**src/rtl/dss_pkg.sv**
```systemverilog
/*
  Shared constants of the drive safe stop sequencer: register map, field
  positions, reset values, timing counts and the sequencer state codes.
  Assumes a 250 MHz system clock and an APB master with 32-bit data.
*/
// Operation
// - Selecting safe_torque_off by fail-safe input or fieldbus removes motor torque.
// - safe_brake_control is active only with brake configured, it enabled and torque off.
// - safe_stop_one with brake ramps down, closes the brake at standstill, then goes torque off.
// - safe_torque_off selected while rotating closes the brake at once, whatever the speed; in the coast state brake_close stays low.
// - No restart is allowed while safe_stop_one stays selected.
// - Unmonitored safe_stop_one ramps down and enters torque off once the delay ends.
// - Ramp-monitored safe_stop_one checks falling speed and goes torque off at standstill.
// - Acceleration-monitored safe_stop_one supervises braking; a stopped motor goes off at once.
// - The status word shows each fail-safe input level as one bit, 0 low and 1 high.
// - A direction deviation with ramp reaction brakes on the quick stop ramp, then coasts.
// - The coast reaction removes torque and flags the torque-off state active.
package dss_pkg;
  // ---------------------------------------------------------------
  // register map (byte addresses)
  // ---------------------------------------------------------------
  localparam logic [7:0] DSS_OFS_CONFIG   = 8'h00;
  localparam logic [7:0] DSS_OFS_DELAY    = 8'h04;
  localparam logic [7:0] DSS_OFS_STATE    = 8'h08;
  localparam logic [7:0] DSS_OFS_FSI      = 8'h0C;
  localparam logic [7:0] DSS_OFS_IRQ_STAT = 8'h10;
  localparam logic [7:0] DSS_OFS_IRQ_CLR  = 8'h14;
  localparam logic [7:0] DSS_OFS_IRQ_EN   = 8'h18;

  // ---------------------------------------------------------------
  // config fields
  // ---------------------------------------------------------------
  localparam int DSS_CFG_BRAKE  = 0;
  localparam int DSS_CFG_SBC_EN = 1;
  localparam int DSS_CFG_MODE   = 2;  // two bits: 3:2
  localparam int DSS_CFG_SDI_RR = 4;
  localparam int DSS_CFG_W      = 5;
  localparam logic [4:0] DSS_CFG_RST = 5'h00;

  // stop mode encoding
  localparam logic [1:0] DSS_MODE_NONE  = 2'h0;
  localparam logic [1:0] DSS_MODE_RAMP  = 2'h1;
  localparam logic [1:0] DSS_MODE_ACCEL = 2'h2;

  // interrupt bits
  localparam int DSS_EV_STO   = 0;
  localparam int DSS_EV_SS1   = 1;
  localparam int DSS_EV_SDI   = 2;
  localparam int DSS_EV_MON   = 3;
  localparam int DSS_EV_COAST = 4;
  localparam int DSS_EV_W     = 5;

  // ---------------------------------------------------------------
  // timing: delay counts in microsecond ticks
  // ---------------------------------------------------------------
  localparam int DSS_CLK_PERIOD_PS = 4000;
  localparam int DSS_TICK_NS       = 1000;
  localparam int DSS_TICK_CYC      = (DSS_TICK_NS * 1000) / DSS_CLK_PERIOD_PS;
  localparam logic [31:0] DSS_DELAY_RST = 32'h0000_03E8;

  // ---------------------------------------------------------------
  // sequencer states, one-hot
  // ---------------------------------------------------------------
  typedef enum logic [4:0] {
    DSS_ST_RUN   = 5'h01,
    DSS_ST_SS1   = 5'h02,
    DSS_ST_STO   = 5'h04,
    DSS_ST_SDIR  = 5'h08,
    DSS_ST_COAST = 5'h10
  } dss_state_t;
endpackage

```
**src/rtl/dss_delay_timer.sv**
```systemverilog
/*
  Stop delay timer: counts microsecond ticks while running and flags
  expiry once the programmed limit is reached.
  Assumes tick is a one-cycle pulse in the sys_clk domain.
*/
`timescale 1ns/1ps
`default_nettype none
module dss_delay_timer #(
  parameter int W = 32
) (
  // clock and reset
  input  wire logic         sys_clk,
  input  wire logic         rst_n,
  // control
  input  wire logic         run,
  input  wire logic         tick,
  input  wire logic [W-1:0] limit,
  // status
  output logic              expired
);
  import dss_pkg::*;

  typedef struct packed {
    logic [W-1:0] cnt;
    logic         done;
  } dss_tmr_t;

  dss_tmr_t t_reg;
  dss_tmr_t t_next;

  // ---------------------------------------------------------------
  // counting
  // ---------------------------------------------------------------
  // clears the moment run drops so a reselection restarts from zero
  always_comb begin
    t_next = t_reg;
    if (!run) begin
      t_next.cnt  = '0;
      t_next.done = 1'b0;
    end else if (t_reg.cnt >= limit) begin
      t_next.done = 1'b1;
    end else if (tick) begin
      t_next.cnt = t_reg.cnt + {{(W-1){1'b0}}, 1'b1};
    end
  end

  always_ff @(posedge sys_clk or negedge rst_n) begin
    if (!rst_n) begin
      t_reg <= '0;
    end else begin
      t_reg <= t_next;
    end
  end

  assign expired = t_reg.done;
endmodule
`default_nettype wire

```
**src/rtl/dss_sequencer.sv**
```systemverilog
/*
  Drive safe stop sequencer: torque off, brake control, the three stop
  one variants, the direction violation reactions, the restart gate and
  an APB register file with interrupt status.
  Assumes all drive-side inputs are synchronous to sys_clk and that the
  speed monitors outside supply standstill and supervision verdicts.
*/
// Added by the designer: the register offsets and the APB slave port.
`timescale 1ns/1ps
`default_nettype none
module dss_sequencer #(
  parameter int FSI_N = 3
) (
  // clock and reset
  input  wire logic              sys_clk,
  input  wire logic              rst_n,
  // apb slave
  input  wire logic              psel,
  input  wire logic              penable,
  input  wire logic              pwrite,
  input  wire logic [7:0]        paddr,
  input  wire logic [31:0]       pwdata,
  output logic [31:0]            prdata,
  output logic                   pready,
  output logic                   pslverr,
  // function selection from the machine controller
  input  wire logic [FSI_N-1:0]  failsafe_input,
  input  wire logic              bus_sto_select,
  input  wire logic              bus_ss1_select,
  input  wire logic              sdi_select,
  input  wire logic              run_command,
  input  wire logic              quick_stop_command,
  // drive feedback
  input  wire logic              motor_on,
  input  wire logic              standstill,
  input  wire logic              speed_falling,
  input  wire logic              accel_ok,
  input  wire logic              sdi_deviation,
  // drive control
  output logic                   torque_enable,
  output logic                   quick_stop_ramp,
  output logic                   run_enable,
  output logic                   brake_close,
  output logic                   safe_brake_control,
  output logic                   sto_active,
  output logic [15:0]            status_word,
  // interrupt
  output logic                   irq
);
  import dss_pkg::*;

  typedef struct packed {
    dss_state_t                state;
    logic [DSS_CFG_W-1:0]      cfg;
    logic [31:0]               delay;
    logic [DSS_EV_W-1:0]       irq_st;
    logic [DSS_EV_W-1:0]       irq_en;
    logic [31:0]               rdata;
    logic                      err;
    logic                      armed;
    logic                      run_q;
    logic [15:0]               tick_cnt;
    logic                      tick;
    logic [15:0]               sword;
  } dss_regs_t;

  dss_regs_t r_reg;
  dss_regs_t r_next;

  // ---------------------------------------------------------------
  // selection decode
  // ---------------------------------------------------------------
  logic sto_sel;
  logic ss1_sel;
  logic tmr_run;
  logic tmr_expired;
  logic brake_cfg;
  logic sbc_en;
  logic sdi_ramp_rr;
  logic [1:0] stop_mode;

  // fail-safe input 0 selects torque off, input 1 selects stop one
  assign sto_sel     = failsafe_input[0] | bus_sto_select;
  assign ss1_sel     = failsafe_input[1] | bus_ss1_select;
  assign brake_cfg   = r_reg.cfg[DSS_CFG_BRAKE];
  assign sbc_en      = r_reg.cfg[DSS_CFG_SBC_EN];
  assign sdi_ramp_rr = r_reg.cfg[DSS_CFG_SDI_RR];
  assign stop_mode   = r_reg.cfg[DSS_CFG_MODE +: 2];

  // the delay runs during stop one and during the direction ramp stop
  assign tmr_run = (r_reg.state == DSS_ST_SS1) | (r_reg.state == DSS_ST_SDIR);

  dss_delay_timer #(
    .W (32)
  ) u_delay (
    .sys_clk (sys_clk),
    .rst_n   (rst_n),
    .run     (tmr_run),
    .tick    (r_reg.tick),
    .limit   (r_reg.delay),
    .expired (tmr_expired)
  );

  // ---------------------------------------------------------------
  // apb decode helpers
  // ---------------------------------------------------------------
  function automatic logic dss_mapped(input logic [7:0] a);
    dss_mapped = (a == DSS_OFS_CONFIG) | (a == DSS_OFS_DELAY) |
                 (a == DSS_OFS_STATE)  | (a == DSS_OFS_FSI)   |
                 (a == DSS_OFS_IRQ_STAT) | (a == DSS_OFS_IRQ_CLR) |
                 (a == DSS_OFS_IRQ_EN);
  endfunction

  // read-only and write-only registers refuse the wrong direction
  function automatic logic dss_bad_dir(input logic [7:0] a, input logic wr);
    dss_bad_dir = (wr & ((a == DSS_OFS_STATE) | (a == DSS_OFS_FSI) |
                         (a == DSS_OFS_IRQ_STAT))) |
                  (!wr & (a == DSS_OFS_IRQ_CLR));
  endfunction

  logic setup;
  logic wr_do;
  logic [DSS_EV_W-1:0] ev;
  logic [DSS_EV_W-1:0] clr;

  assign setup = psel & !penable;
  assign wr_do = psel & penable & pwrite & !r_reg.err;

  // ---------------------------------------------------------------
  // next state of everything
  // ---------------------------------------------------------------
  always_comb begin
    r_next = r_reg;
    ev     = '0;
    clr    = '0;

    // microsecond tick divider
    if (r_reg.tick_cnt == 16'(DSS_TICK_CYC - 1)) begin
      r_next.tick_cnt = '0;
      r_next.tick     = 1'b1;
    end else begin
      r_next.tick_cnt = r_reg.tick_cnt + 16'h0001;
      r_next.tick     = 1'b0;
    end

    // fail-safe input levels reported bit for bit
    r_next.sword = 16'(failsafe_input);

    // a restart needs a fresh rising run_command after the stop ends
    r_next.run_q = run_command;

    // sequencer
    case (r_reg.state)
      DSS_ST_RUN: begin
        if (sto_sel) begin
          r_next.state = DSS_ST_STO;
          ev[DSS_EV_STO] = 1'b1;
        end else if (ss1_sel) begin
          ev[DSS_EV_SS1] = 1'b1;
          // monitored variants go off at once with a stopped motor
          if (stop_mode != DSS_MODE_NONE && !motor_on) begin
            r_next.state = DSS_ST_STO;
            ev[DSS_EV_STO] = 1'b1;
          end else begin
            r_next.state = DSS_ST_SS1;
          end
        end else if (sdi_select && sdi_deviation) begin
          ev[DSS_EV_SDI] = 1'b1;
          if (sdi_ramp_rr) begin
            r_next.state = DSS_ST_SDIR;
          end else begin
            r_next.state = DSS_ST_COAST;
            ev[DSS_EV_COAST] = 1'b1;
          end
        end
      end
      DSS_ST_SS1: begin
        if (sto_sel) begin
          r_next.state = DSS_ST_STO;
          ev[DSS_EV_STO] = 1'b1;
        end else if (!ss1_sel) begin
          r_next.state = DSS_ST_RUN;
          r_next.armed = 1'b0;
        end else begin
          case (stop_mode)
            DSS_MODE_RAMP: begin
              if (!speed_falling && !standstill) begin
                r_next.state = DSS_ST_STO;
                ev[DSS_EV_MON] = 1'b1;
                ev[DSS_EV_STO] = 1'b1;
              end else if (standstill) begin
                r_next.state = DSS_ST_STO;
                ev[DSS_EV_STO] = 1'b1;
              end
            end
            DSS_MODE_ACCEL: begin
              if (!accel_ok) begin
                r_next.state = DSS_ST_STO;
                ev[DSS_EV_MON] = 1'b1;
                ev[DSS_EV_STO] = 1'b1;
              end else if (standstill) begin
                r_next.state = DSS_ST_STO;
                ev[DSS_EV_STO] = 1'b1;
              end
            end
            default: begin
              // the delay ends the stop unconditionally; with a brake
              // fitted an earlier standstill also ends it
              if (tmr_expired || (brake_cfg && standstill)) begin
                r_next.state = DSS_ST_STO;
                ev[DSS_EV_STO] = 1'b1;
              end
            end
          endcase
        end
      end
      DSS_ST_SDIR: begin
        if (sto_sel) begin
          r_next.state = DSS_ST_STO;
          ev[DSS_EV_STO] = 1'b1;
        end else if (standstill || tmr_expired) begin
          r_next.state = DSS_ST_COAST;
          ev[DSS_EV_COAST] = 1'b1;
        end
      end
      DSS_ST_COAST: begin
        // held until the direction monitor and both stop selections are deselected
        if (!sdi_select && !sto_sel && !ss1_sel) begin
          r_next.state = DSS_ST_RUN;
          r_next.armed = 1'b0;
        end
      end
      DSS_ST_STO: begin
        // both selections must be gone before leaving torque off
        if (!sto_sel && !ss1_sel) begin
          r_next.state = DSS_ST_RUN;
          r_next.armed = 1'b0;
        end
      end
      default: begin
        r_next.state = DSS_ST_STO;
      end
    endcase

    // arm the restart only on a rising run_command in the run state
    if (r_reg.state == DSS_ST_RUN && !sto_sel && !ss1_sel) begin
      if (!run_command) begin
        r_next.armed = 1'b0;
      end else if (!r_reg.run_q) begin
        r_next.armed = 1'b1;
      end
    end

    // register writes; taken in the access cycle
    if (wr_do) begin
      case (paddr)
        DSS_OFS_CONFIG:  r_next.cfg    = pwdata[DSS_CFG_W-1:0];
        DSS_OFS_DELAY:   r_next.delay  = pwdata;
        DSS_OFS_IRQ_CLR: clr           = pwdata[DSS_EV_W-1:0];
        DSS_OFS_IRQ_EN:  r_next.irq_en = pwdata[DSS_EV_W-1:0];
        default: begin
        end
      endcase
    end

    // a new event wins over a clear in the same cycle
    r_next.irq_st = (r_reg.irq_st & ~clr) | ev;

    // read data and error are prepared in the setup cycle so the
    // access cycle can answer at once from flip-flops
    if (setup) begin
      r_next.err   = !dss_mapped(paddr) | dss_bad_dir(paddr, pwrite);
      r_next.rdata = '0;
      if (!pwrite) begin
        case (paddr)
          DSS_OFS_CONFIG:   r_next.rdata = 32'(r_reg.cfg);
          DSS_OFS_DELAY:    r_next.rdata = r_reg.delay;
          DSS_OFS_STATE:    r_next.rdata = {22'h0, r_reg.armed, sto_active,
                                            3'h0, r_reg.state};
          DSS_OFS_FSI:      r_next.rdata = {16'h0, r_reg.sword};
          DSS_OFS_IRQ_STAT: r_next.rdata = 32'(r_reg.irq_st);
          DSS_OFS_IRQ_EN:   r_next.rdata = 32'(r_reg.irq_en);
          default:          r_next.rdata = '0;
        endcase
      end
    end
  end

  // ---------------------------------------------------------------
  // state register
  // ---------------------------------------------------------------
  // resets into torque off so nothing moves before the controller acts
  always_ff @(posedge sys_clk or negedge rst_n) begin
    if (!rst_n) begin
      r_reg.state    <= DSS_ST_STO;
      r_reg.cfg      <= DSS_CFG_RST;
      r_reg.delay    <= DSS_DELAY_RST;
      r_reg.irq_st   <= '0;
      r_reg.irq_en   <= '0;
      r_reg.rdata    <= '0;
      r_reg.err      <= 1'b0;
      r_reg.armed    <= 1'b0;
      r_reg.run_q    <= 1'b0;
      r_reg.tick_cnt <= '0;
      r_reg.tick     <= 1'b0;
      r_reg.sword    <= '0;
    end else begin
      r_reg <= r_next;
    end
  end

  // ---------------------------------------------------------------
  // outputs
  // ---------------------------------------------------------------
  // torque off covers both the selected state and the coast reaction
  assign sto_active = (r_reg.state == DSS_ST_STO) |
                      (r_reg.state == DSS_ST_COAST);
  assign torque_enable = !sto_active;

  // quick stop ramp during both braking states
  assign quick_stop_ramp = (r_reg.state == DSS_ST_SS1) |
                           (r_reg.state == DSS_ST_SDIR);

  // run permitted only when armed and nothing stopping is selected
  assign run_enable = (r_reg.state == DSS_ST_RUN) & r_reg.armed & !ss1_sel &
                      !sto_sel & run_command & quick_stop_command;

  // brake closes at once in torque off, and at standstill in stop one
  assign brake_close = brake_cfg & ((r_reg.state == DSS_ST_STO) |
                       ((r_reg.state == DSS_ST_SS1) & standstill));

  assign safe_brake_control = brake_cfg & sbc_en & sto_active;

  assign status_word = r_reg.sword;
  assign irq         = |(r_reg.irq_st & r_reg.irq_en);

  // zero wait states: the access cycle always completes
  assign pready  = 1'b1;
  assign prdata  = r_reg.rdata;
  assign pslverr = r_reg.err & psel & penable;
endmodule
`default_nettype wire

```
**config.mk**
```make
export PLATFORM = sky130hd
export DESIGN_NAME = dss_sequencer
export DESIGN_NICKNAME = d
export VERILOG_FILES = /design/src/rtl/dss_pkg.sv /design/src/rtl/dss_delay_timer.sv /design/src/rtl/dss_sequencer.sv
export SDC_FILE = /design/constraint.sdc
export NUM_CORES = 1
export LEC_CHECK = 0
export BUFFER_PORTS_ARGS = -buffer_cell sky130_fd_sc_hd__buf_2
export CAP_MARGIN = 20
export CELL_PAD_IN_SITES_DETAIL_PLACEMENT = 1
export CELL_PAD_IN_SITES_GLOBAL_PLACEMENT = 1
export CORE_ASPECT_RATIO = 0.9
export CORE_MARGIN = 5
export CORE_UTILIZATION = 45
export DETAILED_ROUTE_END_ITERATION = 12
export GPL_ROUTABILITY_DRIVEN = 0
export PLACE_DENSITY = 0.79
export SYNTH_ARGS = -nofsm -noshare
export SYNTH_HDL_FRONTEND = slang
export SYNTH_SLANG_ARGS = --single-unit
```
**constraint.sdc**
```tcl
create_clock -name sys_clk -period 3.3 [get_ports sys_clk]
set_input_delay 0.33 -clock sys_clk [delete_from_list [all_inputs] [get_ports sys_clk]]
set_output_delay 0.33 -clock sys_clk [all_outputs]
set_load 0.005 [all_outputs]
```
Word level (Yosys, flattened, before mapping)
Index checks and enable logic that the tools add are counted.
- add/sub/neg operators: 2
- multipliers: 0
- divide/modulo/power cells: 0
- $lt $le $gt $ge: 1
- equality and inequality tests: 22
- shift operators: 0
- multiplexer cells: 63
- bitwise operators: 36
- reduce and logical (&&, ||, !) cells: 30
- operators by type and width (operator ; number):
    32-bit case mux with 6 select lines ; 1
    32-bit 2-to-1 mux ; 3
    5-bit 2-to-1 mux ; 16
    33-bit 2-to-1 mux ; 1
    32-bit by 1-bit adder with 32-bit output (second input constant) ; 1
    32-bit >= comparator ; 1
    1-bit 2-to-1 mux ; 30
    5-bit case mux with 5 select lines ; 1
    8-bit by 5-bit == test with 1-bit output (second input constant) ; 3
    1-bit bitwise AND ; 17
    17-bit 2-to-1 mux ; 1
    16-bit by 1-bit adder with 16-bit output (second input constant) ; 1
    16-bit by 8-bit == test with 1-bit output (second input constant) ; 1
    8-bit by 4-bit == test with 1-bit output (second input constant) ; 2
    1-bit bitwise OR ; 15
    1-bit zero test ; 11
    5-bit bitwise AND ; 2
    2-bit inequality test (second input constant) ; 5
    5-bit case mux with 2 select lines ; 1
    1-bit logical AND ; 9
    8-bit by 3-bit == test with 1-bit output (second input constant) ; 1
    8-bit zero test ; 1
    2-bit AND reduction ; 4
    2-bit 2-to-1 mux ; 3
    19 further kinds ; 23
- bits in registers: 140
- bits in latches: 0
- bits in writable memories: 0
- memory bits (read-only): 0
- input bits: 58
- output and inout port bits: 57
- word-level logic and storage cells: 168
- memories kept: 0

Depth between registers and ports, before layout
Gate-level depths: netlist (run 1).
- depth after elaboration: 9
- depth in mapped cells: 11
- depth with buffers taken out: 9

By module
From an unflattened synthesis (run 1), not the netlist that was laid out.
- cells, all modules: 790
- area total of the unflattened synthesis: 8056.5 um2
- by module, submodules not included (module ; instances ; cells an instance ; area each (um2) ; sequential area each (um2)):
    dss_sequencer ; 1 ; 462 ; 5271.3 ; 2686.3
    dss_delay_timer ; 1 ; 328 ; 2785.2 ; 825.8

Least setup slack after synthesis (run 1)
OpenSTA, ideal clock, no wires.
- path kind: flip-flop to flip-flop
- from: register r_reg[87] in the netlist's numbering
- to: register u_delay.t_reg[32] in the netlist's numbering
- library setup time: 0.078 ns
- arrival: 2.389 ns
- required time: 3.222 ns
- slack: 0.833 ns
- cell stages (with the launch flop): 10
- path buffers: 0
- clock period less this slack: 2.467 ns
- cells stage by stage: dfstp_2 inv_1 ha_1 a21oi_1 o21ai_0 a221oi_1 a211oi_2 or2_4 or4_1 a21oi_1
- cells in the longest elaborated chain, start to end: 3
- ends and longest elaborated chain (item ; RTL line ; text):
    start, declared ; dss_sequencer.sv:67 ; dss_regs_t r_reg;
    start signal, assigned ; dss_sequencer.sv:308 ; r_reg <= r_next;
    32-bit >= comparator ; dss_delay_timer.sv:40 ; end else if (t_reg.cnt >= limit) begin
    2-bit inequality test (no line) ; -- ;
    2-bit AND reduction (no line) ; -- ;
    end signal, assigned ; dss_delay_timer.sv:51 ; t_reg <= t_next;
    end, declared ; dss_delay_timer.sv:28 ; dss_tmr_t t_reg;
Every way passes these cells.
A chain may end at the register's enable or synchronous reset.

Final worst setup path (run 1)
Same ends and word-level chain as after synthesis.

==> results of run 1 <==
## synthesized netlist by cell type, types with 9 or more instances
library cell	n	share of area, %
o21ai_0	25	1.6
nor3_1	10	0.64
buf_4	51	4.9
ha_1	38	6.1
inv_1	47	2.3
nand4_1	15	1.2
mux2_2	44	6.3
nand3_1	28	1.8
clkbuf_1	19	0.91
nor4_1	11	0.88
dfrtp_1	133	43
a21o_1	9	0.86
a21oi_1	20	1.3
nor2_1	65	3.1
a22o_1	29	3.2
nand2_1	52	2.5
xor2_1	10	1.1
xnor2_1	27	3.0
## logic make-up after synthesis
family / Yosys count / share of synthesized area [%]
and+or+nand+nor: 238 / 16.3
muxes: 54 / 8.25
other: 2 / 0.0959
DFF: 140 / 44.9
AOI/OAI and AO/OA: 123 / 11.4
xor gates and xnor gates: 37 / 4.14
buffers and inverters: 127 / 8.89
adders and majority gates: 38 / 6.07
## per-stage QoR
step	setup slack (ns)	utilization (%)	instances	hold slack [ns]
2_1_floorplan	0.833	-	771	0.0344
3_3_place_gp	0.531	48.6	1038	0.362
3_5_place_dp	0.372	48.6	1038	0.364
4_1_cts	0.391	52.5	1071	0.00231
5_1_grt	0.224	52.5	1072	0.0402
6_report	0.399	52.5	1072	0.0493
## placed cells by master (no fill, tap or decap), types with 3 or more instances in the layout
master	n
a22o_1	29
inv_1	47
or3_1	8
xnor2_1	27
ha_1	38
a21o_1	9
o22ai_1	3
dfstp_2	7
nand2b_1	4
mux2_2	44
a21oi_1	20
mux4_2	4
a31oi_1	4
dfrtp_1	133
nand3_1	28
and3_1	8
mux2i_1	6
conb_1	14
nor3_1	10
a22oi_1	6
buf_2	99
clkinv_4	3
nor4_1	11
a31o_2	3
nor4_2	3
xor2_1	10
o21ai_0	25
nor4b_1	3
nor2_1	65
nand4_1	15
bufinv_16	4
buf_4	10
inv_6	4
o31ai_1	6
clkbuf_16	17
and2_1	4
and4_1	7
nand2_1	52
## timing repair
item                      4_1_cts  5_1_grt
hold buffers                    1        1
gates resized for setup         0        0
buffers inserted                0        0
hold endpoints to repair       59        1
## metal layers
| metal | vias to the layer above | GRT usage [%] | share of wire (%) |
|---|---|---|---|
| li1 | 2766 | - | - |
| met1 | 3085 | 27.1 | 44 |
| met2 | 146 | 37.2 | 50 |
| met3 | 37 | 4.28 | 3.8 |
| met4 | 0 | 6.71 | 2.2 |
| met5 | - | 0 | 0 |
## worst paths after layout
path | start | to | slack [ns]
max | r_reg[87] | u_delay.t_reg[32] | 0.40
min | run_command | r_reg[33] | 0.05
max reg2reg | r_reg[87] | u_delay.t_reg[32] | 0.40
min reg2reg | prdata[17] | prdata[17] | 0.50
max in group asynchronous | rst_n | r_reg[104] | 1.99
min in group asynchronous | rst_n | prdata[10] | 0.47
## final cells by class
type | instances | share of cell area (%)
Clock buffer | 18 | 4.92
Timing Repair Buffer | 113 | 6.96
Clock inverter | 14 | 2.33
Inverter | 48 | 2.02
Sequential cell | 140 | 39.3
Multi-Input combinational cell | 504 | 41.2
Tap cell | 235 | 3.29
## worst register-to-register path, stage by stage, from the launching register on
cell      delay, ns
dfstp_2        0.55
inv_1          0.05
ha_1           0.29
a21oi_1        0.14
o21ai_0        0.10
a221oi_1       0.40
a211oi_2       0.12
buf_4          0.20
or2_4          0.32
or4_1          0.51
a21oi_1        0.15
## where the power goes
part	switching, mW	total [mW]	leakage, nW	internal, mW
sequential	0.0728	1.84	1.89	1.76
clock	0.798	2.10	0.310	1.30
combinational	0.262	0.439	2.00	0.177
total	1.13	4.38	4.20	3.24
==> metrics.txt, run 1 <==
DP HPWL=14800 um; synthesized instance count=approximately 760; post-synthesis sequential area ratio=roughly 45%; WP depth=10; TritonCTS Buffers=17; largest net degree at the start of global routing=64; Critical Path Fanout Max=13; die width=149 um; antenna violations before repair=0; Ant. Diodes=0; maxcap violations=0; Avg Cell Area, Syn=10.3 sq um; status=finished, final reports clean; Yosys reg bits=140; minimum clock period=roughly 2.9 ns; Final Hold Vio Count=0; WHS Path Cells=1; Worst path slowest cell=dfstp_2; CTS H-Tree Depth=4; Hold Path Class=input port to flop; final setup vio count=0; P_leak=4.20 nW; Reg clk slew, reported paths=around 0.06 ns; clk_lat worst skew=0.43 ns; DR vias=around 6000; I/O Buffers=100; Buf+Inv Stages, Crit Path=2; area grow syn2layout=14.1%; initial DRC count=about 240; nets=920; slew margin rel.=49.2%; area of the multi-input gates=roughly 0.0037 sq mm; Post-synth EDFFs=0; first-pass GRT wire length=34600 um; GRT overflow=0; core area=roughly 0.017 sq mm; total power=4.38 mW; top_reg_cell synth=dfrtp_1; Setup CP Type=flop to flop; Finished Cell Area=0.00893 sq mm; Max VDD drop=0.360 mV; period utilization=87.9%; Longest Clk Path Bufs=2; Max Freq=345 MHz; ys async rst share=100%; vias in the first global route=~6600; cell breakdown of the critical path=inv_1 > ha_1 > a21oi_1 > o21ai_0 > a221oi_1 > a211oi_2 > buf_4 > or2_4 > or4_1 > a21oi_1; Worst EP required=3.64 ns; CTS tree=done; Overall Global Routing Usage=21.5%; Reg2Reg Depth=10; Detailed Routing Iterations Pass 1=4; Synth warnings=0; num ports=around 120; Worst path max stage delay=approximately 0.55 ns; mapped cell area=0.00783 sq mm; Data arrival, critical path=3.24 ns; Reg area=0.00351 sq mm; number of routed nets with antenna violations=0; clock root cell=clkbuf_16; die footprint=0.0201 sq mm; TNS Setup=0 ns; Slew @ Worst Pin=around 0.76 ns; Setup crit end kind=flop; Cell variety after synth=71; Initial Utilization=46.0%; RSZ-0062 raised after global routing=false; via-per-instance ratio=about 5.6; type of origin of the critical path=flop; DRT Wirelength=20700 um; layout cells sized above 1=about a quarter; Slew Limit Fails=0; cell family with most CP delay=compound AO/OA/AOI/OAI gates; Die H=135 um; crit-path most repeated cell=a21oi_1; DRC errors left=0; row count=45; P per Cell Area=490 mW/mm^2; Placed Area=0.00826 sq mm; max reg flops=71; Fill cells=1928; Sink Count=140; clock skew=0.0129 ns; per-cell routed wire length=around 19 um
(Power assumes the default switching activity.)
==> run 2, diff against run 1 <==
--- a/config.mk
+++ b/config.mk
@@ -5,7 +5,7 @@
 export SDC_FILE = /design/constraint.sdc
 export NUM_CORES = 1
 export LEC_CHECK = 0
-export BUFFER_PORTS_ARGS = -buffer_cell sky130_fd_sc_hd__buf_2
+export BUFFER_PORTS_ARGS = -buffer_cell sky130_fd_sc_hd__buf_4
 export CAP_MARGIN = 20
 export CELL_PAD_IN_SITES_DETAIL_PLACEMENT = 1
 export CELL_PAD_IN_SITES_GLOBAL_PLACEMENT = 1
==> metrics.txt, run 2 (synthesis gave the netlist of run 1 again) <==
Slew Limit Fails=0; per-cell routed wire length=around 19 um; Data arrival, critical path=3.15 ns; Worst EP required=3.59 ns; DRT Wirelength=between 20000 and 25000 um; pre-CTS setup slack=0.465 ns; sequential share of power=44.0%; Max Freq=349 MHz; switching share of power=26.4%; Overall Global Routing Usage=roughly a fifth; Finished Cell Area=0.00908 sq mm; DP HPWL=14600 um; Critical Path Fanout Max=12; initial DRC count=247; type of origin of the critical path=flop; Sink Count=140; Slew @ Worst Pin=0.780 ns; status=finished, final reports clean; die width=149 um; period utilization=between 80% and 90%; part of the power in combinational logic=10.9%; number of routed nets with antenna violations=0; vias in the first global route=6505; most frequent cells in the layout=dfrtp_1, buf_4, nor2_1, nand2_1, inv_1; P_leak=roughly 4.2 nW; antenna violations before repair=0; CTS tree=done; Fill cells=1909; first-pass GRT wire length=34000 um; cell breakdown of the critical path=inv_1 > ha_1 > and4_1 > nand2_1 > o311a_1 > a211oi_2 > buf_4 > nor4_1 > xnor2_1 > nor2_1; final setup vio count=0; Setup CP Type=flop to flop; Worst path slowest cell=dfstp_2; CTS H-Tree Depth=4; max reg flops=between 70 and 80; Final WS setup=about 0.44 ns; slew margin rel.=between 40% and 50%; Int Pwr=3.07 mW; DR vias=5929; Ant. Diodes=0; P per Cell Area=roughly 460 mW/mm^2; cts hold-fix bufs=1; GRT overflow=0; row count=45; # Post-CTS Setup Buffers=0; die footprint=0.0201 sq mm; I/O Buffers=100; largest net degree at the start of global routing=73; Max VDD drop=0.336 mV; layout cells sized above 1=25.9%; Longest Clk Path Bufs=2; via-per-instance ratio=5.55; NetSw=1.10 mW; Worst path max stage delay=0.54 ns; nets=917; commonest non-fill, non-tap cell in the layout=dfrtp_1; Initial Utilization=between 40 and 50%; Detailed Routing Iterations Pass 1=4; Reg clk slew, reported paths=0.06 ns; Die H=135 um; clock root cell=clkbuf_16; maxcap violations=0; clock share of power=between 40% and 50%; TNS Setup=0 ns; Hold Path Class=input port to flop; num ports=115; DRC errors left=0; clk_lat worst skew=between 0.4 and 0.5 ns; Setup crit end kind=flop; area grow syn2layout=16.0%; minimum clock period=2.86 ns; TritonCTS Buffers=17; post_cts resized=0; Final Hold Vio Count=0; clock skew=0.0178 ns; RSZ-0062 raised after global routing=false; Placed Area=0.00850 sq mm; core area=0.0170 sq mm
## run 2: changes by cell type in the layout (fill, tap and decap cells not counted), sizes merged
| cell | previous run | this run |
|---|---|---|
| inv | 53 | 50 |
| clkbuf | 18 | 17 |
| clkinvlp | 2 | 3 |
| buf | 111 | 109 |
| bufinv | 4 | 2 |
| dlygate4sd3 | 2 | 1 |
| clkinv | 3 | 8 |
## run 2: power groups by stage
stage	clock [mW]	combinational (mW)	sequential, mW
after floorplan	0	0.295	1.81
after global placement	0	0.436	1.86
after detailed placement	0	0.454	1.86
after CTS	1.91	0.460	1.83
after global routing	1.99	0.506	1.84
final	1.88	0.456	1.83
## run 2: per-stage QoR
step | power, mW | utilization [%] | hold slack, ns | cells
2_1_floorplan | 2.10 | - | 0.0344 | 771
4_1_cts | 4.20 | 53.4 | 0.00345 | 1069
3_5_place_dp | 2.32 | 50.0 | 0.383 | 1036
5_1_grt | 4.34 | 53.4 | 0.00540 | 1069
3_3_place_gp | 2.29 | 50.0 | 0.375 | 1036
6_report | 4.17 | 53.4 | 0.0184 | 1069
## run 2: path summary, 6_finish.rpt
check                               endpoint         startpoint  slack, ns  depth (start not counted)
max reg2reg                u_delay.t_reg[11]          r_reg[87]       0.44                         10
min in group asynchronous         prdata[10]              rst_n       0.48                          2
max in group asynchronous         r_reg[117]              rst_n       1.94                          3
min reg2reg                        r_reg[32]          r_reg[32]       0.49                          1
min                           status_word[2]  failsafe_input[2]       0.02                          1
max                        u_delay.t_reg[11]          r_reg[87]       0.44                         10
## run 2: cell type report
class / instances / area (sq um) / share of cell area [%]
Multi-Input combinational cell: 504 / 3670 / 40.5
Clock buffer: 17 / 425 / 4.69
Clock inverter: 15 / 148 / 1.63
Sequential cell: 140 / 3510 / 38.7
Tap cell: 235 / 294 / 3.24
Timing Repair Buffer: 110 / 845 / 9.30
Inverter: 48 / 180 / 1.98
## run 2: worst max-delay path, delay by kind of cell, from the launching register on
kind            cells  cell delay, ns
compound gates      2            0.88
flops               1            0.54
simple gates        4            0.47
buf+inv             2            0.35
fa+ha+maj           1            0.29
xor+xnor            1            0.20
## run 2: metal layers
metal / track usage [%] / share of wire, % / vias up
li1: - / - / 2764
met1: 26.7 / 44 / 3024
met2: 36.5 / 51 / 125
met3: 4.48 / 4.1 / 16
met4: 5.29 / 0.96 / 0
met5: 0 / 0 / -
==> run 3, diff against run 2 <==
--- a/config.mk
+++ b/config.mk
@@ -5,16 +5,18 @@
 export SDC_FILE = /design/constraint.sdc
 export NUM_CORES = 1
 export LEC_CHECK = 0
+export ABC_AREA = 1
 export BUFFER_PORTS_ARGS = -buffer_cell sky130_fd_sc_hd__buf_4
 export CAP_MARGIN = 20
 export CELL_PAD_IN_SITES_DETAIL_PLACEMENT = 1
 export CELL_PAD_IN_SITES_GLOBAL_PLACEMENT = 1
 export CORE_ASPECT_RATIO = 0.9
 export CORE_MARGIN = 5
-export CORE_UTILIZATION = 45
+export CORE_UTILIZATION = 43
 export DETAILED_ROUTE_END_ITERATION = 12
 export GPL_ROUTABILITY_DRIVEN = 0
-export PLACE_DENSITY = 0.79
+export PLACE_DENSITY = 0.8
+export RECOVER_POWER = 100
 export SYNTH_ARGS = -nofsm -noshare
 export SYNTH_HDL_FRONTEND = slang
 export SYNTH_SLANG_ARGS = --single-unit
==> metrics.txt, run 3 <==
status=finished, final reports clean; Overall Global Routing Usage=approximately 22%; I/O Buffers=100; via-per-instance ratio=~5.3; initial DRC count=441; vias in the first global route=between 7000 and 8000; Ant. Diodes=0; Max VDD drop=between 0.2 and 0.3 mV; P per Cell Area=431 mW/mm^2; ys async rst share=100%; Critical Path Fanout Max=35; Longest Clk Path Bufs=2; TNS Setup=0 ns; DRC errors left=0; Max Freq=368 MHz; Buf+Inv Stages, Crit Path=2; DRT Wirelength=24300 um; Yosys reg bits=140; CTS tree=done; Hold Path Class=input port to flop; area of the multi-input gates=between 0.003 and 0.004 sq mm; minimum clock period=roughly 2.7 ns; type of origin of the critical path=flop; mapped cell area=0.00832 sq mm; cell breakdown of the critical path=nor2_1 > nand4_1 > inv_2 > nor2_4 > inv_2 > nand2_1 > nand2_1 > nand2_1; synth cell count leaders=nand2_1, nor2_1, dfrtp_1, inv_1, nand3_1; Hold WS=0.0407 ns; cts hold-fix bufs=3; Detailed Routing Iterations Pass 1=5; Slew @ Worst Pin=1.36 ns; crit-path most repeated cell=nand2_1; Worst path slowest cell=nand2_1; Setup CP Type=flop to flop; Avg Cell Area, Syn=between 7 and 8 sq um; DR vias=about 7300; Slew Limit Fails=0; post_cts resized=0; die footprint=0.0222 sq mm; Worst path max stage delay=0.60 ns; die width=157 um; core area=0.0191 sq mm; # Post-CTS Setup Buffers=0; nets=1219; Worst EP required=about 3.6 ns; Reg area=0.00351 sq mm; clock root cell=clkbuf_16; commonest non-fill, non-tap cell in the layout=nand2_1; Synth warnings=0; Fill cells=around 2400; Data arrival, critical path=3.03 ns; count leader, synth=nand2_1; Post-synth EDFFs=0; period utilization=82.3%; Area contributors post-synth=dfrtp_1, nand2_1, nor2_1; row count=48; per-cell routed wire length=between 15 and 20 um; RSZ-0062 raised after global routing=false; cell family with most CP delay=simple AND/OR/NAND/NOR gates; GRT overflow=0; post-synthesis sequential area ratio=42.2%; area grow syn2layout=15.1%; Reg clk slew, reported paths=0.07 ns; Cell variety after synth=42; Initial Utilization=43.5%; top_reg_cell synth=dfrtp_1; max reg flops=71; num ports=115; number of routed nets with antenna violations=0; P_leak=4.79 nW; maxcap violations=0; DP HPWL=18100 um; Sink Count=140; Setup crit end kind=flop; final setup vio count=0; clk_lat worst skew=0.44 ns; synthesized instance count=1056; slew margin rel.=9.58%; largest net degree at the start of global routing=75; TritonCTS Buffers=17; Final Hold Vio Count=0; post-synth top area cell=dfrtp_1; Die H=142 um; antenna violations before repair=0; clock skew=0.0116 ns; Synth top area share=40.0%; CTS H-Tree Depth=4; layout cells sized above 1=14.8%; first-pass GRT wire length=39800 um; most frequent cells in the layout=nand2_1, nor2_1, dfrtp_1, inv_1, buf_4
[run 3: cell types whose count changed in the layout (fill, tap and decap cells not counted), sizes merged, moves of 29 or more]
cell    change
mux2       -44
clkbuf     +47
a22o       -29
nand3      +30
buf        -48
nor2       +90
nand2     +211
inv        +74
[run 3: area by class of cell]
| type | instances | share of cell area (%) |
|---|---|---|
| multi-input combinational | 735 | 40.4 |
| sequential | 140 | 36.7 |
| timing repair buffer | 111 | 8.64 |
| inverter | 118 | 4.63 |
| clock buffer | 17 | 4.45 |
| tap | 250 | 3.27 |
| clock inverter | 15 | 1.90 |
[run 3: worst paths after layout]
check,start,endpoint,slack [ns],cells past startpoint
max in group asynchronous,rst_n,r_reg[20],1.30,3
min in group asynchronous,rst_n,prdata[28],0.37,2
hold reg to reg,r_reg[33],r_reg[34],0.44,1
setup / recovery,r_reg[118],u_delay.t_reg[29],0.58,8
setup reg to reg,r_reg[118],u_delay.t_reg[29],0.58,8
hold / removal,run_command,r_reg[33],0.04,1
[run 3: where the power goes]
group | switching (mW) | internal, mW | leakage, nW
logic | 0.237 | 0.124 | 2.73
registers | 0.0384 | 1.76 | 1.78
clock network | 0.884 | 1.08 | 0.286
total | 1.16 | 2.96 | 4.79
[run 3: cell families (layout without fill, tap and decap cells)]
family	Yosys count	after routing	synth area share, %
adder cells (fa/ha/maj)	38	38	5.72
XOR/XNOR	35	35	3.69
other	2	14	0.0903
AND/OR/NAND/NOR	515	515	26.6
flip-flops	140	140	42.2
AO/OA/AOI/OAI	133	133	10.2
buffers and inverters	193	261	11.5
[run 3: metrics by stage]
| stage | instance area, sq um | instances | util [%] | setup slack, ns | power, mW |
|---|---|---|---|---|---|
| after floorplan | 8360 | 1068 | - | 1.44 | 2.00 |
| after global placement | 8990 | 1351 | 47.1 | 1.05 | 2.18 |
| after detailed placement | 8990 | 1351 | 47.1 | 0.932 | 2.19 |
| after CTS | 9630 | 1386 | 50.4 | 0.868 | 4.16 |
| after global routing | 9570 | 1386 | 50.1 | 0.359 | 4.29 |
| final | 9570 | 1386 | 50.1 | 0.583 | 4.12 |
[run 3: routing by layer]
metal	wire length, um	GRT usage (%)
met1	11400	32.0
met2	11400	35.5
met3	1220	3.77
met4	311	6.35
met5	0	0
[run 3: worst register-to-register path, stage by stage, from the launching register on]
cell and delay, ns:
dfrtp_1 0.45, nor2_1 0.23, nand4_1 0.27, inv_2 0.23
nor2_4 0.06, inv_2 0.47, nand2_1 0.61, nand2_1 0.23
nand2_1 0.07
